<file path="config.mk">
export PLATFORM = sky130hd
export DESIGN_NAME = lic_top
export DESIGN_NICKNAME = d
export VERILOG_FILES = /design/src/core/lic_pkg.sv /design/src/core/lic_top.sv /design/src/core/lic_channel.sv
export VERILOG_INCLUDE_DIRS = /design/src /design/src/core
export SDC_FILE = /design/constraint.sdc
export NUM_CORES = 1
export LEC_CHECK = 0
export BUFFER_PORTS_ARGS = -buffer_cell sky130_fd_sc_hd__buf_2
export CAP_MARGIN = 20
export CORE_MARGIN = 5
export CORE_UTILIZATION = 40
export DETAILED_ROUTE_END_ITERATION = 10
export PLACE_DENSITY = 0.7
export REMOVE_ABC_BUFFERS = 1
export SYNTH_ARGS = -nofsm -noshare
export SYNTH_HDL_FRONTEND = slang
export SYNTH_SLANG_ARGS = --single-unit
</file>
<file path="constraint.sdc">
create_clock -name clk_i -period 2.27 [get_ports clk_i]
set_input_delay 0.5675 -clock clk_i [delete_from_list [all_inputs] [get_ports clk_i]]
set_output_delay 0.5675 -clock clk_i [all_outputs]
set_load 0.005 [all_outputs]
</file>
<file path="src/core/lic_map.svh">
`ifndef LIC_MAP_SVH
`define LIC_MAP_SVH

// clock and blink timing
`define LIC_CLK_HZ        50000000
`define LIC_SLOW_HALF_MS  200
`define LIC_FAST_HALF_MS  83
`define LIC_SLOW_HALF_CYC (`LIC_SLOW_HALF_MS * (`LIC_CLK_HZ / 1000))
`define LIC_FAST_HALF_CYC (`LIC_FAST_HALF_MS * (`LIC_CLK_HZ / 1000))
`define LIC_CNT_W         24

// register indices, byte address is four times the index
`define LIC_CFG_IDX       6'h1e
`define LIC_STAT_IDX      6'h1f

// configuration register layout
`define LIC_CFG_RST       16'h18f4
`define LIC_RATE_BIT      15
`define LIC_CH_STRIDE     5
`define LIC_MODE_LSB      0
`define LIC_MODE_W        3
`define LIC_POL_OFS       3
`define LIC_BLINK_OFS     4

// status register layout
`define LIC_ST_OUT_LSB    0
`define LIC_ST_SRC_LSB    3
`define LIC_ST_PHASE_BIT  6
`define LIC_ST_ACT_BIT    7
`define LIC_ST_SPD_LSB    8
`define LIC_ST_LINK_BIT   10

// indicator output level while in reset
`define LIC_OUT_RST       1'b1

`endif

</file>
<file path="src/core/lic_pkg.sv">
`include "lic_map.svh"

package lic_pkg;

   typedef enum logic [2:0] {
      LIC_MODE_L10_1000  = 3'h0,
      LIC_MODE_L100_1000 = 3'h1,
      LIC_MODE_LINK      = 3'h2,
      LIC_MODE_ACT       = 3'h3,
      LIC_MODE_LINK_IDLE = 3'h4,
      LIC_MODE_L10       = 3'h5,
      LIC_MODE_L100      = 3'h6,
      LIC_MODE_L1000     = 3'h7
   } lic_mode_t;

   typedef enum logic [1:0] {
      LIC_SPD_10   = 2'h0,
      LIC_SPD_100  = 2'h1,
      LIC_SPD_1000 = 2'h2,
      LIC_SPD_RSVD = 2'h3
   } lic_speed_t;

   typedef struct packed {
      logic [15:0]            cfg;
      logic [`LIC_CNT_W-1:0]  cnt;
      logic                   phase;
      logic                   rate;
      logic                   ack;
      logic                   err;
      logic [31:0]            dat;
   } lic_top_st_t;

   typedef struct packed {
      logic src;
      logic out;
   } lic_ch_st_t;

endpackage

</file>
<file path="src/core/lic_top.sv">
// Contract
// - one rate bit sets every blinking indicator to 200 ms on/off when clear and 83 ms on/off when set.
// - bits 14, 9 and 4 make indicators 2, 1 and 0 blink instead of holding a steady level.
// - bits 13, 8 and 3 make indicators 2, 1 and 0 active high when set and active low when clear.
// - bits 12:10, 7:5 and 2:0 pick the displayed condition of indicators 2, 1 and 0.
// - after reset indicator 2 shows code 110, indicator 1 code 111, indicator 0 code 100 blinking, rest zero, so all three are active low.
// - code 000 shows a link up at 10 or 1000 Mb/s.
// - code 001 shows a link up at 100 or 1000 Mb/s.
// - code 010 shows a link up at any speed.
// - code 011 shows a link up with packets moving.
// - code 100 shows a link up with no traffic and goes off during traffic.
// - codes 101, 110 and 111 show a link up at exactly 10, 100 or 1000 Mb/s.
//
// Register access over Wishbone is this design's own decision.
`timescale 1ns/1ns
`default_nettype none
`include "lic_map.svh"

module lic_top #(
   parameter int unsigned SLOW_HALF_CYCLES = `LIC_SLOW_HALF_CYC,
   parameter int unsigned FAST_HALF_CYCLES = `LIC_FAST_HALF_CYC
) (
   input  wire logic        clk_i,
   input  wire logic        rst_i,
   // wishbone classic slave
   input  wire logic        cyc_i,
   input  wire logic        stb_i,
   input  wire logic        we_i,
   input  wire logic [7:0]  adr_i,
   input  wire logic [3:0]  sel_i,
   input  wire logic [31:0] dat_i,
   output logic [31:0]      dat_o,
   output logic             ack_o,
   output logic             err_o,
   // link state from the phy
   input  wire logic        link_up_i,
   input  wire logic [1:0]  link_speed_i,
   input  wire logic        activity_i,
   // indicator pins
   output logic             indicator_out_0,
   output logic             indicator_out_1,
   output logic             indicator_out_2
);

   localparam int unsigned CNT_MAX = (1 << `LIC_CNT_W);

   if (SLOW_HALF_CYCLES < 1 || SLOW_HALF_CYCLES > CNT_MAX ||
       FAST_HALF_CYCLES < 1 || FAST_HALF_CYCLES > CNT_MAX) begin : g_chk
      $error("lic_top: blink half period out of counter range");
   end

   localparam logic [`LIC_CNT_W-1:0] SLOW_LAST = `LIC_CNT_W'(SLOW_HALF_CYCLES - 1);
   localparam logic [`LIC_CNT_W-1:0] FAST_LAST = `LIC_CNT_W'(FAST_HALF_CYCLES - 1);

   lic_pkg::lic_top_st_t st_r;
   lic_pkg::lic_top_st_t st_nxt;

   logic [2:0] ind;
   logic [2:0] src;

   // indicator logic, one channel per indicator, all sharing the one blink phase
   for (genvar k = 0; k < 3; k++) begin : g_ch
      lic_channel u_ch (
         .clk_i           (clk_i),
         .rst_i           (rst_i),
         .link_up_i       (link_up_i),
         .speed_i         (link_speed_i),
         .activity_i      (activity_i),
         .phase_i         (st_r.phase),
         .mode_i          (st_r.cfg[k*`LIC_CH_STRIDE + `LIC_MODE_LSB +: `LIC_MODE_W]),
         .blink_en_i      (st_r.cfg[k*`LIC_CH_STRIDE + `LIC_BLINK_OFS]),
         .polarity_high_i (st_r.cfg[k*`LIC_CH_STRIDE + `LIC_POL_OFS]),
         .src_o           (src[k]),
         .ind_o           (ind[k])
      );
   end

   always_comb begin
      logic                  req;
      logic                  hit_cfg;
      logic                  hit_stat;
      logic                  rate;
      logic [`LIC_CNT_W-1:0] last;
      logic [31:0]           status;
      req      = cyc_i & stb_i & ~st_r.ack & ~st_r.err;
      hit_cfg  = (adr_i[7:2] == `LIC_CFG_IDX) && (adr_i[1:0] == 2'h0);
      hit_stat = (adr_i[7:2] == `LIC_STAT_IDX) && (adr_i[1:0] == 2'h0);
      rate     = st_r.cfg[`LIC_RATE_BIT];
      last     = rate ? FAST_LAST : SLOW_LAST;
      status   = 32'h0;
      status[`LIC_ST_OUT_LSB +: 3]  = ind;
      status[`LIC_ST_SRC_LSB +: 3]  = src;
      status[`LIC_ST_PHASE_BIT]     = st_r.phase;
      status[`LIC_ST_ACT_BIT]       = activity_i;
      status[`LIC_ST_SPD_LSB +: 2]  = link_speed_i;
      status[`LIC_ST_LINK_BIT]      = link_up_i;

      st_nxt      = st_r;
      st_nxt.ack  = 1'b0;
      st_nxt.err  = 1'b0;
      st_nxt.rate = rate;

      // free-running half-period counter, restarted cleanly on a rate change
      if (rate != st_r.rate) begin
         st_nxt.cnt   = '0;
         st_nxt.phase = 1'b1;
      end else if (st_r.cnt >= last) begin
         st_nxt.cnt   = '0;
         st_nxt.phase = ~st_r.phase;
      end else begin
         st_nxt.cnt   = st_r.cnt + `LIC_CNT_W'(1);
      end

      // register access, one answer per request
      if (req) begin
         if (hit_cfg) begin
            st_nxt.ack = 1'b1;
            st_nxt.dat = {16'h0, st_r.cfg};
            if (we_i) begin
               if (sel_i[0]) begin
                  st_nxt.cfg[7:0] = dat_i[7:0];
               end
               if (sel_i[1]) begin
                  st_nxt.cfg[15:8] = dat_i[15:8];
               end
            end
         end else if (hit_stat) begin
            st_nxt.ack = 1'b1;
            st_nxt.dat = status;
         end else begin
            st_nxt.err = 1'b1;
            st_nxt.dat = 32'h0;
         end
      end
   end

   always_ff @(posedge clk_i) begin
      if (rst_i) begin
         st_r.cfg   <= `LIC_CFG_RST;
         st_r.cnt   <= '0;
         st_r.phase <= 1'b1;
         st_r.rate  <= 1'b0;
         st_r.ack   <= 1'b0;
         st_r.err   <= 1'b0;
         st_r.dat   <= 32'h0;
      end else begin
         st_r <= st_nxt;
      end
   end

   assign dat_o           = st_r.dat;
   assign ack_o           = st_r.ack;
   assign err_o           = st_r.err;
   assign indicator_out_0 = ind[0];
   assign indicator_out_1 = ind[1];
   assign indicator_out_2 = ind[2];

endmodule

`default_nettype wire

</file>
<file path="src/core/lic_channel.sv">
`timescale 1ns/1ns
`default_nettype none
`include "lic_map.svh"

module lic_channel (
   input  wire logic       clk_i,
   input  wire logic       rst_i,
   input  wire logic       link_up_i,
   input  wire logic [1:0] speed_i,
   input  wire logic       activity_i,
   input  wire logic       phase_i,
   input  wire logic [2:0] mode_i,
   input  wire logic       blink_en_i,
   input  wire logic       polarity_high_i,
   output logic            src_o,
   output logic            ind_o
);

   lic_pkg::lic_ch_st_t st_r;
   lic_pkg::lic_ch_st_t st_nxt;

   always_comb begin
      logic is10;
      logic is100;
      logic is1000;
      logic src;
      logic lit;
      is10   = link_up_i & (speed_i == lic_pkg::LIC_SPD_10);
      is100  = link_up_i & (speed_i == lic_pkg::LIC_SPD_100);
      is1000 = link_up_i & (speed_i == lic_pkg::LIC_SPD_1000);
      src    = 1'b0;
      unique case (lic_pkg::lic_mode_t'(mode_i))
         lic_pkg::LIC_MODE_L10_1000:  src = is10 | is1000;
         lic_pkg::LIC_MODE_L100_1000: src = is100 | is1000;
         lic_pkg::LIC_MODE_LINK:      src = link_up_i;
         lic_pkg::LIC_MODE_ACT:       src = link_up_i & activity_i;
         lic_pkg::LIC_MODE_LINK_IDLE: src = link_up_i & ~activity_i;
         lic_pkg::LIC_MODE_L10:       src = is10;
         lic_pkg::LIC_MODE_L100:      src = is100;
         lic_pkg::LIC_MODE_L1000:     src = is1000;
      endcase
      lit        = src & (~blink_en_i | phase_i);
      st_nxt     = st_r;
      st_nxt.src = src;
      st_nxt.out = polarity_high_i ? lit : ~lit;
   end

   always_ff @(posedge clk_i) begin
      if (rst_i) begin
         st_r.src <= 1'b0;
         st_r.out <= `LIC_OUT_RST;
      end else begin
         st_r <= st_nxt;
      end
   end

   assign src_o = st_r.src;
   assign ind_o = st_r.out;

endmodule

`default_nettype wire

</file>
## Yosys cells after proc, flatten, opt, wreduce, memory -nomap -nowiden

Index checks and enable logic that the tools add are counted.

| storage, ports and cells | value |
|---|---|
| output and inout port bits | 37 |
| register bits | 82 |
| logic and storage cells | 94 |
| input bits | 53 |

| operators by class | value |
|---|---|
| add/sub/neg operators | 1 |
| reduce and logical (&&, ||, !) cells | 13 |
| equality and inequality tests | 26 |
| order comparisons | 1 |
| mux-type cells | 12 |
| bitwise logic cells | 27 |

Operators by type and width:

| kind | number |
|---|---|
| $eq A3 B3 Y1 const B | 12 |
| $add A24 B1 Y24 const B | 1 |
| $ge A24 B24 Y1 | 1 |
| $mux W24 | 1 |
| $pmux W1 S8 | 3 |
| $eq A3 B2 Y1 const B | 6 |
| $mux W16 | 1 |
| $eq A6 B5 Y1 const B | 2 |
| $and A1 B1 Y1 | 11 |
| $mux W11 | 1 |
| $not A1 Y1 | 11 |
| $eq A3 B1 Y1 const B | 3 |
| $logic_not A3 Y1 | 3 |
| $reduce_and A4 Y1 | 2 |
| $mux W1 | 6 |
| $reduce_or A3 Y1 | 2 |
| $or A1 B1 Y1 | 5 |
| $logic_not A2 Y1 | 2 |
| $reduce_or A2 Y1 | 2 |
| $eq A2 B1 Y1 const B | 1 |
| $eq A2 B2 Y1 const B | 1 |
| $logic_and A1 B1 Y1 | 2 |
| $ne A1 B1 Y1 | 1 |

## Longest topological paths before layout

Gate-level depths: netlist of the first run.

| depth | value |
|---|---|
| depth after elaboration | 7 |
| mapped depth | 8 |
| mapped depth without buffers | 7 |

## Cells and area by module

A second synthesis of the first run with hierarchy kept.

| second synthesis, totals | value |
|---|---|
| cell total of the unflattened synthesis | 390 |
| area, all modules | 3,372.0 um2 |

Modules (own cells, without submodules):

| module | area an instance (um2) | sequential area each (um2) | times used | cells an instance |
|---|---|---|---|---|
| lic_top | 2,880.3 | 1,201.2 | 1 | 321 |
| lic_channel | 163.9 | 40.0 | 3 | 23 |

## Worst setup path after synthesis of the first run

Ideal clock, no wire load.

| timing path | value |
|---|---|
| path kind | input-to-reg |
| start | in adr_i[7] |
| end | reg st_r[62] in the netlist's numbering |
| stages on the path | 6 |
| arrival | 2.032 ns |
| slack | 0.120 ns |
| data required time | 2.152 ns |
| path buffers | 1 |
| cell sequence | or4b_4 -> nor4_4 -> nand3_4 -> buf_6 -> nor3_2 -> a21oi_1 |

| between the ends | value |
|---|---|
| cells in the longest elaborated chain, start to end | 3 |

Ends and longest elaborated chain:

| item | line | text |
|---|---|---|
| start: declaration | lic_top.sv:29 | `input wire logic [7:0] adr_i,` |
| $eq A6 B5 Y1 (no source line) | - |  |
| $logic_and A1 B1 Y1 | lic_top.sv:86 | `` hit_cfg = (adr_i[7:2] == `LIC_CFG_IDX) && (adr_i[1:0] == 2'h0); `` |
| $reduce_and A4 Y1 (no source line) | - |  |
| end signal: assignment | lic_top.sv:147 | `st_r <= st_nxt;` |
| end: declaration | lic_top.sv:55 | `lic_pkg::lic_top_st_t st_r;` |

Every way passes these cells.
A chain may end at the register's enable or synchronous reset.

## Worst setup path in the final report of the first run

| timing path | value |
|---|---|
| start | reg st_r (netlist bit st_nxt[34]) |
| end | reg st_r[51] in the netlist's numbering |

| between the ends | value |
|---|---|
| cells in the longest elaborated chain, start to end | 3 |
| elaborated cells between the ends (all ways) | 4 |
| classes of those cells | order compare: 1; eq/ne: 1; mux: 1; reduce/logical: 1 |

Ends and longest elaborated chain:

| item | line | text |
|---|---|---|
| $mux W24 | lic_top.sv:89 | `last = rate ? FAST_LAST : SLOW_LAST;` |
| $ge A24 B24 Y1 | lic_top.sv:107 | `end else if (st_r.cnt >= last) begin` |
| $reduce_or A3 Y1 (no source line) * | - |  |

Every way passes the cells marked *; elsewhere a longest branch is shown, timed or not.

==> results of run 1 <==
## final cells by class
| class | instances | area share |
|---|---|---|
| timing repair buffer | 64 | 0.09022 |
| tap | 108 | 0.03431 |
| clock inverter | 7 | 0.01779 |
| clock buffer | 9 | 0.03145 |
| sequential | 66 | 0.3355 |
| multi-input combinational | 286 | 0.4832 |
| inverter | 8 | 0.007624 |
## what timing repair did
| action | in CTS | in global routing |
|---|---|---|
| resized for setup | 0 | 2 |
| hold endpoints to repair | 0 | 0 |
| setup endpoints to repair | 0 | 24 |
## kinds of logic (layout without fill, tap and decap cells)
family,after synthesis,in the layout,share of synthesized area
mux,21,21,0.06363
xor+xnor,26,26,0.06470
flops,66,66,0.3754
simple gates,151,151,0.2314
fa+ha+maj,11,11,0.03910
compound gates,61,61,0.1234
buf+inv,60,88,0.1013
other cells,1,16,0.001065
## worst max-delay path by stage
stage                           from        to  slack (ns)  depth (start not counted)
after CTS                 st_nxt[34]  st_r[51]        0.12                          8
final                     st_nxt[34]  st_r[51]        0.21                          8
after floorplan                cyc_i  st_r[60]       -0.04                          5
after global routing      st_nxt[34]  st_r[49]        0.01                          8
after global placement      adr_i[7]  st_r[60]      -0.008                          6
after detailed placement    adr_i[7]  st_r[63]       -0.08                          6
## cells in the mapped netlist (2+ instances only)
cell type   n  area share
nor3_2      6       0.017
a41oi_1     2      0.0050
nor3_1      9       0.013
o221ai_1    2      0.0050
nor4_1      3      0.0053
nand2_1    13       0.014
nand3_4     2       0.010
clkbuf_1   16       0.017
nand2b_1    7       0.012
nor2b_1     3      0.0053
buf_4      33       0.070
nand3_1    15       0.021
a22oi_1    16       0.034
a21oi_1    13       0.018
inv_1       8      0.0085
xnor2_1    11       0.027
nand4b_1    3      0.0075
mux2i_1    10       0.028
nand4_1     4      0.0071
xor2_1     15       0.037
o21ai_0     5      0.0071
dfxtp_1    66        0.38
and3_1      3      0.0053
buf_1       2      0.0021
ha_1       11       0.039
mux2_2     11       0.035
o2111ai_1   3      0.0075
o21a_1      3      0.0064
a21o_1      3      0.0064
nor3b_1     5       0.011
nor2_1     68       0.073
a31oi_1     2      0.0036
## registers in the layout (all words and copies together), names as in the netlist
signal,count
ack_o,1
g_ch.u_ch.src_o,3
err_o,1
dat_o,16
st_r,41
st_nxt,1
g_ch.u_ch.ind_o,3
## where the power goes
group	internal [mW]	leakage [nW]	total [mW]	switching, mW
logic	0.0611	1.02	0.147	0.0855
registers	1.17	0.533	1.17	0.00586
clock network	0.504	0.0990	0.969	0.465
## cells in the final DEF, fill, tap and decap left out, drive strengths merged, types with 2 or more instances in the layout
cell     instances
nor2            68
dfxtp           66
buf             64
nand3           17
a22oi           16
conb            16
xor2            15
nor3            15
nand2           13
a21oi           13
xnor2           11
mux2            11
ha              11
mux2i           10
clkbuf           9
inv              8
nand2b           7
nor3b            5
o21ai            5
clkinv           5
nand4            4
nor4             4
nand4b           3
o2111ai          3
a21o             3
o21a             3
and3             3
nor2b            3
a41oi            2
a31oi            2
o221ai           2
## per-stage QoR
step | utilization | TNS [ns] | cell area, sq um | power [mW] | hold slack, ns
6_report | 0.4561 | 0 | 3939 | 2.287 | 0.4527
5_1_grt | 0.4561 | 0 | 3939 | 2.377 | 0.4615
4_1_cts | 0.4555 | 0 | 3934 | 2.315 | 0.4421
3_5_place_dp | 0.4331 | -0.3354 | 3740 | 1.344 | 0.4525
3_3_place_gp | 0.4331 | -0.01691 | 3740 | 1.341 | 0.4432
2_1_floorplan | - | -1.050 | 3249 | 1.259 | 0.4297
## layer usage
layer  track usage  wire, um  part of all wire  vias up
li1              -         -                 -     1423
met1        0.1715      3338              0.42     1385
met2        0.2605      4079              0.51       76
met3       0.05100       418             0.053       13
met4       0.04348        99             0.012        0
met5             0         0                 0        -
## worst max-delay path: stages, from the launching register on
cell and delay [ns]:
dfxtp_1 0.44, buf_4 0.19, ha_1 0.24, and4b_1 0.22, a221o_1 0.31, nand2_1 0.11
nand4_1 0.15, buf_12 0.21, nor2_1 0.11
==> results.ini, run 1 <==
[detailed_routing]
via_per_inst=5.286
routed_wl_um=7935
vias=2897
wl_per_cell_um=14.48
drt_iter0_markers=130
drcViolationCount=0
ant_nets=0
firstDrtPassIters=5

[finish]
final_nets=499
drive_above_1_share=0.2386
area_delta_synth_final_pct=11.91
antennaDiodeCount=0
stdcell_count=548
multi_input_area_sq_um=1903
n_fill_cell=886
seq_area_sq_um=1321

[critical_path]
r2r_start=st_nxt[34]
worst-r2r-setup-slack_ns=0.21
cp_max_fo=24
required_ns=2.55
critPathLaunchType=flip-flop
worst-r2r-cell-count=8
cp.arrival_ns=2.34
crit_type=reg -> reg
endpoint_kind=flip-flop
r2r_end=st_r[51]

[clock_network]
numCtsBuffers=9
cts_max_level=3
clk_pin_slew_worst_paths_ns=0.07
ctsHoldBuffers=0
clockRootBuffer=clkbuf_8
cts_tree=yes
cts_buffer_depth=2
post-cts-setup-buffer-count=0
insertion_delay_ns=0.35
cts_sinks=66

[floorplan]
dieArea_sq_um=10780
ios=90
die_h_um=103.8
fp.dieW_um=103.8
start_util=0.4076
core_sq_um=8636
num_rows=34

[placed_design]
dpl_worst_slack_ns=-0.07916
place_inst=532
place_congestion=0.8145
hpwlAfterDp_um=5850
port_buffers=55

[timing]
max_freq_mhz=485.2
hold_violations=0
max_slew_margin=0.5976
setup_slack_ns=0.2089
min_period_ns=2.061
period_share=0.9080
rsz0062_at_grt=no
slew_violations=0
setup_violations=0
fin_skew_ns=0.007402
worst_slew_pin_slew_ns=0.6004

[synth]
syn_area_sq_um=3520
synth_edf_count=0
synth.yosys.warnings=0
synth.distinct_cells=56
syn_inst=397
syn_avg_cell_area_sq_um=8.866
synth_ff_type=dfxtp_1
async_flop_share=0
yosysSeqAreaShare=0.3754
ys_ff_latch=66

[global_route]
antenna_found_initial=0
grt_pass1_wl_um=13400
first_global_vias=2767
track_usage=0.1491
grt_max_degree=25
grt_overflow=0

[worst_hold_path]
whs_path_depth=3
hold_start=dat_i[13]
whs_endpoint=st_r[73]
min_path_type=in -> reg

[power]
ir_drop_uv=255.3
power_density_nw_per_um2=580.7
total_leakage_power_nw=1.651

[outcome]
status=finished, final reports clean

[flow_run]
drv_cap=0

No activity file was read; power rests on OpenSTA's default activity.
==> inputs of run 2 (changes only) <==
--- a/config.mk
+++ b/config.mk
@@ -6,13 +6,13 @@
 export SDC_FILE = /design/constraint.sdc
 export NUM_CORES = 1
 export LEC_CHECK = 0
+export ABC_AREA = 1
 export BUFFER_PORTS_ARGS = -buffer_cell sky130_fd_sc_hd__buf_2
 export CAP_MARGIN = 20
 export CORE_MARGIN = 5
 export CORE_UTILIZATION = 40
 export DETAILED_ROUTE_END_ITERATION = 10
 export PLACE_DENSITY = 0.7
-export REMOVE_ABC_BUFFERS = 1
 export SYNTH_ARGS = -nofsm -noshare
 export SYNTH_HDL_FRONTEND = slang
 export SYNTH_SLANG_ARGS = --single-unit
==> run 2 against run 1 <==
  * Sequential power about the same
  * Core utilization about the same
  * Worst hold slack worse by 0.015 ns
  * Combinational power down 13%
  * Synthesized cell count up 40%
  * Critical path depth up 2
  * Critical path type unchanged
  * Critical endpoint is now st_r[59]
==> results.ini, run 2 <==
[outcome]
status=finished, final reports clean

[floorplan]
start_util=0.4091  ; +0.001509
dieArea_sq_um=11490  ; +6.7%
fp.dieW_um=107.2  ; +3.3%
die_h_um=107.2  ; +3.3%
num_rows=35  ; +2.9%
ios=90  ; unchanged
core_sq_um=9240  ; +7.0%

[finish]
finalInstanceArea_sq_um=4210  ; +6.9%
antennaDiodeCount=0  ; unchanged
mostFrequentLayoutCell=nand2_1
post-route-util=0.4557  ; about the same
largest_reg_flops=41  ; unchanged
n_fill_cell=922  ; +4.1%
largest-register=st_r
seq_area_sq_um=1321  ; unchanged
multi_input_area_sq_um=1989  ; +4.5%
drive_above_1_share=0.1705  ; -0.06811
area_delta_synth_final_pct=11.39
stdcell_count=733  ; +34%
layout_common_cells=nand2_1 (144), nor2_1 (100), dfxtp_1 (66), buf_2 (55), inv_1 (52)
final_nets=663  ; +33%

[timing]
min_period_ns=1.801  ; -0.2599 ns
hold_ws_ns=0.4380  ; -0.01466 ns
setup_violations=0  ; unchanged
setup_slack_ns=0.4688  ; +0.2599 ns
period_share=0.7935  ; -0.1145
fin_skew_ns=0.005310  ; -0.002092 ns
hold_violations=0  ; unchanged
tns_ns=0  ; unchanged
rsz0062_at_grt=no
max_freq_mhz=555.2  ; +14%
slew_violations=0  ; unchanged

[global_route]
grt_overflow=0  ; unchanged
antenna_found_initial=0  ; unchanged
grt_pass1_wl_um=14120  ; +5.4%
track_usage=0.1523  ; +0.003201
first_global_vias=3029  ; +9.5%
grt_max_degree=25  ; unchanged

[placed_design]
placed_area_sq_um=4015  ; +7.4%
hpwlAfterDp_um=6605  ; +13%
port_buffers=55  ; unchanged
place_inst=717  ; +35%
dpl_worst_slack_ns=0.3247  ; +0.4038 ns
place_congestion=0.8859  ; +8.8%

[worst_hold_path]
whs_endpoint=st_r[62]
hold_start=dat_i[2]
min_path_type=in -> reg
whs_path_depth=3  ; unchanged

[critical_path]
crit_type=reg -> reg
cp.arrival_ns=2.08  ; -0.26 ns
cp_max_fo=24  ; unchanged
worst-r2r-setup-slack_ns=0.47  ; +0.26 ns
required_ns=2.55  ; about the same
critPathLaunchType=flip-flop
r2r_start=st_nxt[34]
r2r_end=st_r[59]
cp_cell_sequence=inv_1 > ha_1 > nand2_1 > nand2_1 > a21oi_1 > nor2_1 > nor2_2 > nand4_4 > buf_12 > nor2_1
slowest_stage=dfxtp_1
endpoint_kind=flip-flop
worst-r2r-cell-count=10  ; +2
cp-startpoint=st_nxt[34]
critPathMaxStageDelay_ns=0.31  ; -0.13 ns

[clock_network]
ctsHoldBuffers=0  ; unchanged
cts_buffer_depth=2  ; unchanged
insertion_delay_ns=0.34  ; about the same
clockRootBuffer=clkbuf_8
cts_max_level=3  ; unchanged
cts_sinks=66  ; unchanged
cts_tree=yes
clk_pin_slew_worst_paths_ns=0.08  ; about the same
numCtsBuffers=9  ; unchanged
post-cts-setup-buffer-count=0  ; unchanged
cts_resized=0  ; unchanged

[flow_run]
drv_cap=0  ; unchanged

[detailed_routing]
vias=3405  ; +18%
routed_wl_um=8510  ; +7.2%
drt_iter0_markers=361  ; +180%
via_per_inst=4.645  ; -12%
firstDrtPassIters=5  ; unchanged
wl_per_cell_um=11.61  ; -20%
drcViolationCount=0  ; unchanged
ant_nets=0  ; unchanged

[power]
p_total_mw=2.285  ; -0.12%
ir_drop_uv=241.3  ; -5.5%
power_density_nw_per_um2=542.6  ; -6.6%
total_leakage_power_nw=1.933  ; +17%

[synth]
syn_area_sq_um=3780  ; +7.4%
yosysSeqAreaShare=0.3496  ; -0.02585
syn_avg_cell_area_sq_um=6.811  ; -23%
synth_area_leaders=dfxtp_1 (35%), nand2_1 (14%), nor2_1 (9.9%)
ys_ff_latch=66  ; unchanged
synth_common_cells=nand2_1 (144), nor2_1 (100), dfxtp_1 (66), inv_1 (52), nand3_1 (36)
synth_ff_type=dfxtp_1
yosysTopAreaCell=dfxtp_1
netlist.area_leader.share=0.3496  ; -0.02585
synth.yosys.warnings=0  ; unchanged
synth.distinct_cells=33  ; -41%
async_flop_share=0  ; unchanged
synth_edf_count=0  ; unchanged
yosysMostFrequentCell=nand2_1
syn_inst=555  ; +40%

==> run 2: cell type report <==
type	count	area share
tap	129	0.03834
clock buffer	10	0.03031
clock inverter	6	0.01605
inverter	58	0.05171
multi-input combinational	404	0.4725
sequential	66	0.3138
timing repair buffer	60	0.07727
==> run 2: metal layers <==
metal	track usage	routed length, um	part of all wire
met2	0.2350	3760	0.44
met3	0.04034	700	0.082
met1	0.2054	3908	0.46
met4	0.05114	141	0.017
met5	0	0	0
==> run 2: worst max-delay path by stage <==
stage                          end  slack (ns)
after global routing      st_r[54]        0.32
final                     st_r[59]        0.47
after floorplan           st_r[55]        0.58
after detailed placement  st_r[68]        0.32
after CTS                 st_r[59]        0.45
after global placement    st_r[74]        0.39
==> run 2: power by group <==
part | internal, mW | switching (mW) | total (mW)
clock | 0.509 | 0.471 | 0.980
combinational | 0.0502 | 0.0782 | 0.128
sequential | 1.17 | 0.00850 | 1.18
total | 1.73 | 0.558 | 2.28
==> run 2: logic make-up (layout without fill, tap and decap cells) <==
logic type	Yosys count	in the layout	share of synthesized area
compound gates	43	43	0.06422
xor+xnor	17	17	0.03939
fa+ha+maj	11	11	0.03641
buf+inv	100	134	0.1390
flops	66	66	0.3496
other cells	1	16	0.0009921
simple gates	317	317	0.3704
==> run 2: critical path, delay by kind of cell (launching register included) <==
family / cells / cell delay (ns)
simple gates: 6 / 0.59
buf+inv: 2 / 0.42
flops: 1 / 0.31
fa+ha+maj: 1 / 0.31
compound gates: 1 / 0.11
==> inputs of run 3 (changes only) <==
--- a/config.mk
+++ b/config.mk
@@ -6,13 +6,13 @@
 export SDC_FILE = /design/constraint.sdc
 export NUM_CORES = 1
 export LEC_CHECK = 0
-export ABC_AREA = 1
+export ABC_AREA = 0
 export BUFFER_PORTS_ARGS = -buffer_cell sky130_fd_sc_hd__buf_2
 export CAP_MARGIN = 20
 export CORE_MARGIN = 5
 export CORE_UTILIZATION = 40
 export DETAILED_ROUTE_END_ITERATION = 10
-export PLACE_DENSITY = 0.7
+export PLACE_DENSITY = 0.68
 export SYNTH_ARGS = -nofsm -noshare
 export SYNTH_HDL_FRONTEND = slang
 export SYNTH_SLANG_ARGS = --single-unit
==> constraint.sdc (replaced) <==
create_clock -name clk_i -period 1.7 [get_ports clk_i]
set_input_delay 0.425 -clock clk_i [delete_from_list [all_inputs] [get_ports clk_i]]
set_output_delay 0.425 -clock clk_i [all_outputs]
set_load 0.005 [all_outputs]
==> run 3 against run 2 <==
  * The run now ends with negative setup slack left
  * Clock skew increased by 0.0074 ns
  * Core utilization increased by 4.2 points
  * Clock power increased by 17%
  * Sequential cell count unchanged
  * Wire length decreased by 3.4%
  * First-iteration DRC count decreased by 60%
  * Clock-buffer cell count unchanged
  * Critical path type unchanged
  * Largest cell class unchanged
  * Largest power group unchanged
==> results.ini, run 3 (same netlist as run 1, synthesis figures left out) <==
[timing]
tns_ns=-2.724  ; -2.724 ns
hold_ws_ns=0.3279  ; -0.1101 ns
setup_violations=25  ; +25
max_freq_mhz=544.8  ; -1.9%
rsz0062_at_grt=yes
min_period_ns=1.836  ; +0.03443 ns
fin_skew_ns=0.01268  ; +0.007367 ns
slew_violations=0  ; unchanged
setup_slack_ns=-0.1356  ; -0.6044 ns
hold_violations=0  ; unchanged
period_share=1.080  ; +0.2863

[critical_path]
cp.arrival_ns=2.11  ; +0.03 ns
crit_type=reg -> reg
cp_max_fo=24  ; unchanged
critPathBufInv=2  ; unchanged
endpoint_kind=flip-flop
critPathMaxStageDelay_ns=0.42  ; +0.11 ns
critPathLaunchType=flip-flop
cp_cell_sequence=inv_4 > ha_4 > a21o_1 > a221o_1 > nand2_1 > nand4_1 > buf_12 > nor2_1
slowest_stage=dfxtp_4
required_ns=1.97  ; -0.58 ns
critPathTopFamily=compound AO/OA/AOI/OAI gates

[clock_network]
insertion_delay_ns=0.34  ; about the same
cts_tree=yes
numCtsBuffers=9  ; unchanged
cts_sinks=66  ; unchanged
clockRootBuffer=clkbuf_8
cts_max_level=3  ; unchanged
clk_pin_slew_worst_paths_ns=0.07  ; about the same
cts_buffer_depth=2  ; unchanged

[finish]
layout_common_cells=nor2_1 (68), dfxtp_1 (64), buf_2 (54), buf_4 (42)
largest-register=st_r
finalInstanceArea_sq_um=4298  ; +2.1%
drive_above_1_share=0.3166  ; +0.1460
mostFrequentLayoutCell=nor2_1
largest_reg_flops=41  ; unchanged
n_fill_cell=845  ; -8.4%
final_nets=536  ; -19%
post-route-util=0.4977  ; +0.04203
antennaDiodeCount=0  ; unchanged
area_delta_synth_final_pct=22.11

[outcome]
violations=negative setup slack
status=complete, but fails checks

[global_route]
track_usage=0.1535  ; +0.001217
grt_overflow=0  ; unchanged
grt_max_degree=35  ; +40%
grt_pass1_wl_um=13910  ; -1.5%
first_global_vias=2906  ; -4.1%
antenna_found_initial=0  ; unchanged

[floorplan]
die_h_um=103.8  ; -3.2%
num_rows=34  ; -2.9%
start_util=0.4076  ; -0.001509
fp.dieW_um=103.8  ; -3.2%
ios=90  ; unchanged
core_sq_um=8636  ; -6.5%
dieArea_sq_um=10780  ; -6.3%

[detailed_routing]
routed_wl_um=8222  ; -3.4%
firstDrtPassIters=4  ; -1
drcViolationCount=0  ; unchanged
wl_per_cell_um=14.05  ; +21%
drt_iter0_markers=144  ; -60%
via_per_inst=5.111  ; +10%
ant_nets=0  ; unchanged
vias=2990  ; -12%

[placed_design]
hpwlAfterDp_um=6086  ; -7.9%
placed_area_sq_um=4033  ; +0.44%
place_congestion=0.7932  ; -10%
port_buffers=55  ; unchanged

[power]
p_total_mw=2.936  ; +29%
ir_drop_uv=545.5  ; +130%
total_leakage_power_nw=1.811  ; -6.3%
power_density_nw_per_um2=683.1  ; +26%

[flow_run]
drv_cap=0  ; unchanged

[worst_hold_path]
min_path_type=in -> reg

## run 3: through the flow
stage	worst slack, ns	instances
detailed placement	-0.3747	566
global route	-0.2431	585
global placement	-0.3593	566
CTS	-0.1347	584
floorplan	-0.3076	412
finish	-0.1356	585
## run 3: worst paths after layout
kind              start  endpoint  slack (ns)  cells past startpoint
max          st_nxt[34]  st_r[38]       -0.14                      8
min            dat_i[1]  st_r[61]        0.33                      3
max reg2reg  st_nxt[34]  st_r[38]       -0.14                      8
min reg2reg    dat_o[1]  dat_o[1]        0.51                      2
## run 3: timing repair
item / 4_1_cts / 5_1_grt
gates resized for setup: 1 / 8
setup buffers: 1 / 0
pin swaps: 1 / 4
hold buffers: 0 / 0
cloned: 1 / 1
endpoints found under the setup margin: 33 / 39
## run 3: area by class of cell
cell class / instances / area, sq um / share of cell area
multi-input combinational: 288 / 2004 / 0.4664
tap: 108 / 135.1 / 0.03144
timing repair buffer: 99 / 628.1 / 0.1461
clock buffer: 10 / 127.6 / 0.02969
sequential: 66 / 1326 / 0.3086
clock inverter: 6 / 43.79 / 0.01019
inverter: 8 / 32.53 / 0.007569
## run 3: tightest hold or removal path, cell delays in order
cell and delay, ns:
buf_2 0.08, mux2i_1 0.05, nor2_1 0.08
## run 3: per-layer routing
metal	wire (um)	global-route usage
met1	3597	0.1904
met2	4237	0.2696
met3	362	0.04540
met4	24	0.01943
met5	0	0
## run 3: power breakdown
group	total, mW	leakage [nW]	internal [mW]	switching [mW]
clock	1.15	0.0862	0.531	0.621
sequential	1.56	0.534	1.55	0.00745
combinational	0.221	1.19	0.0951	0.126
total	2.94	1.81	2.18	0.755
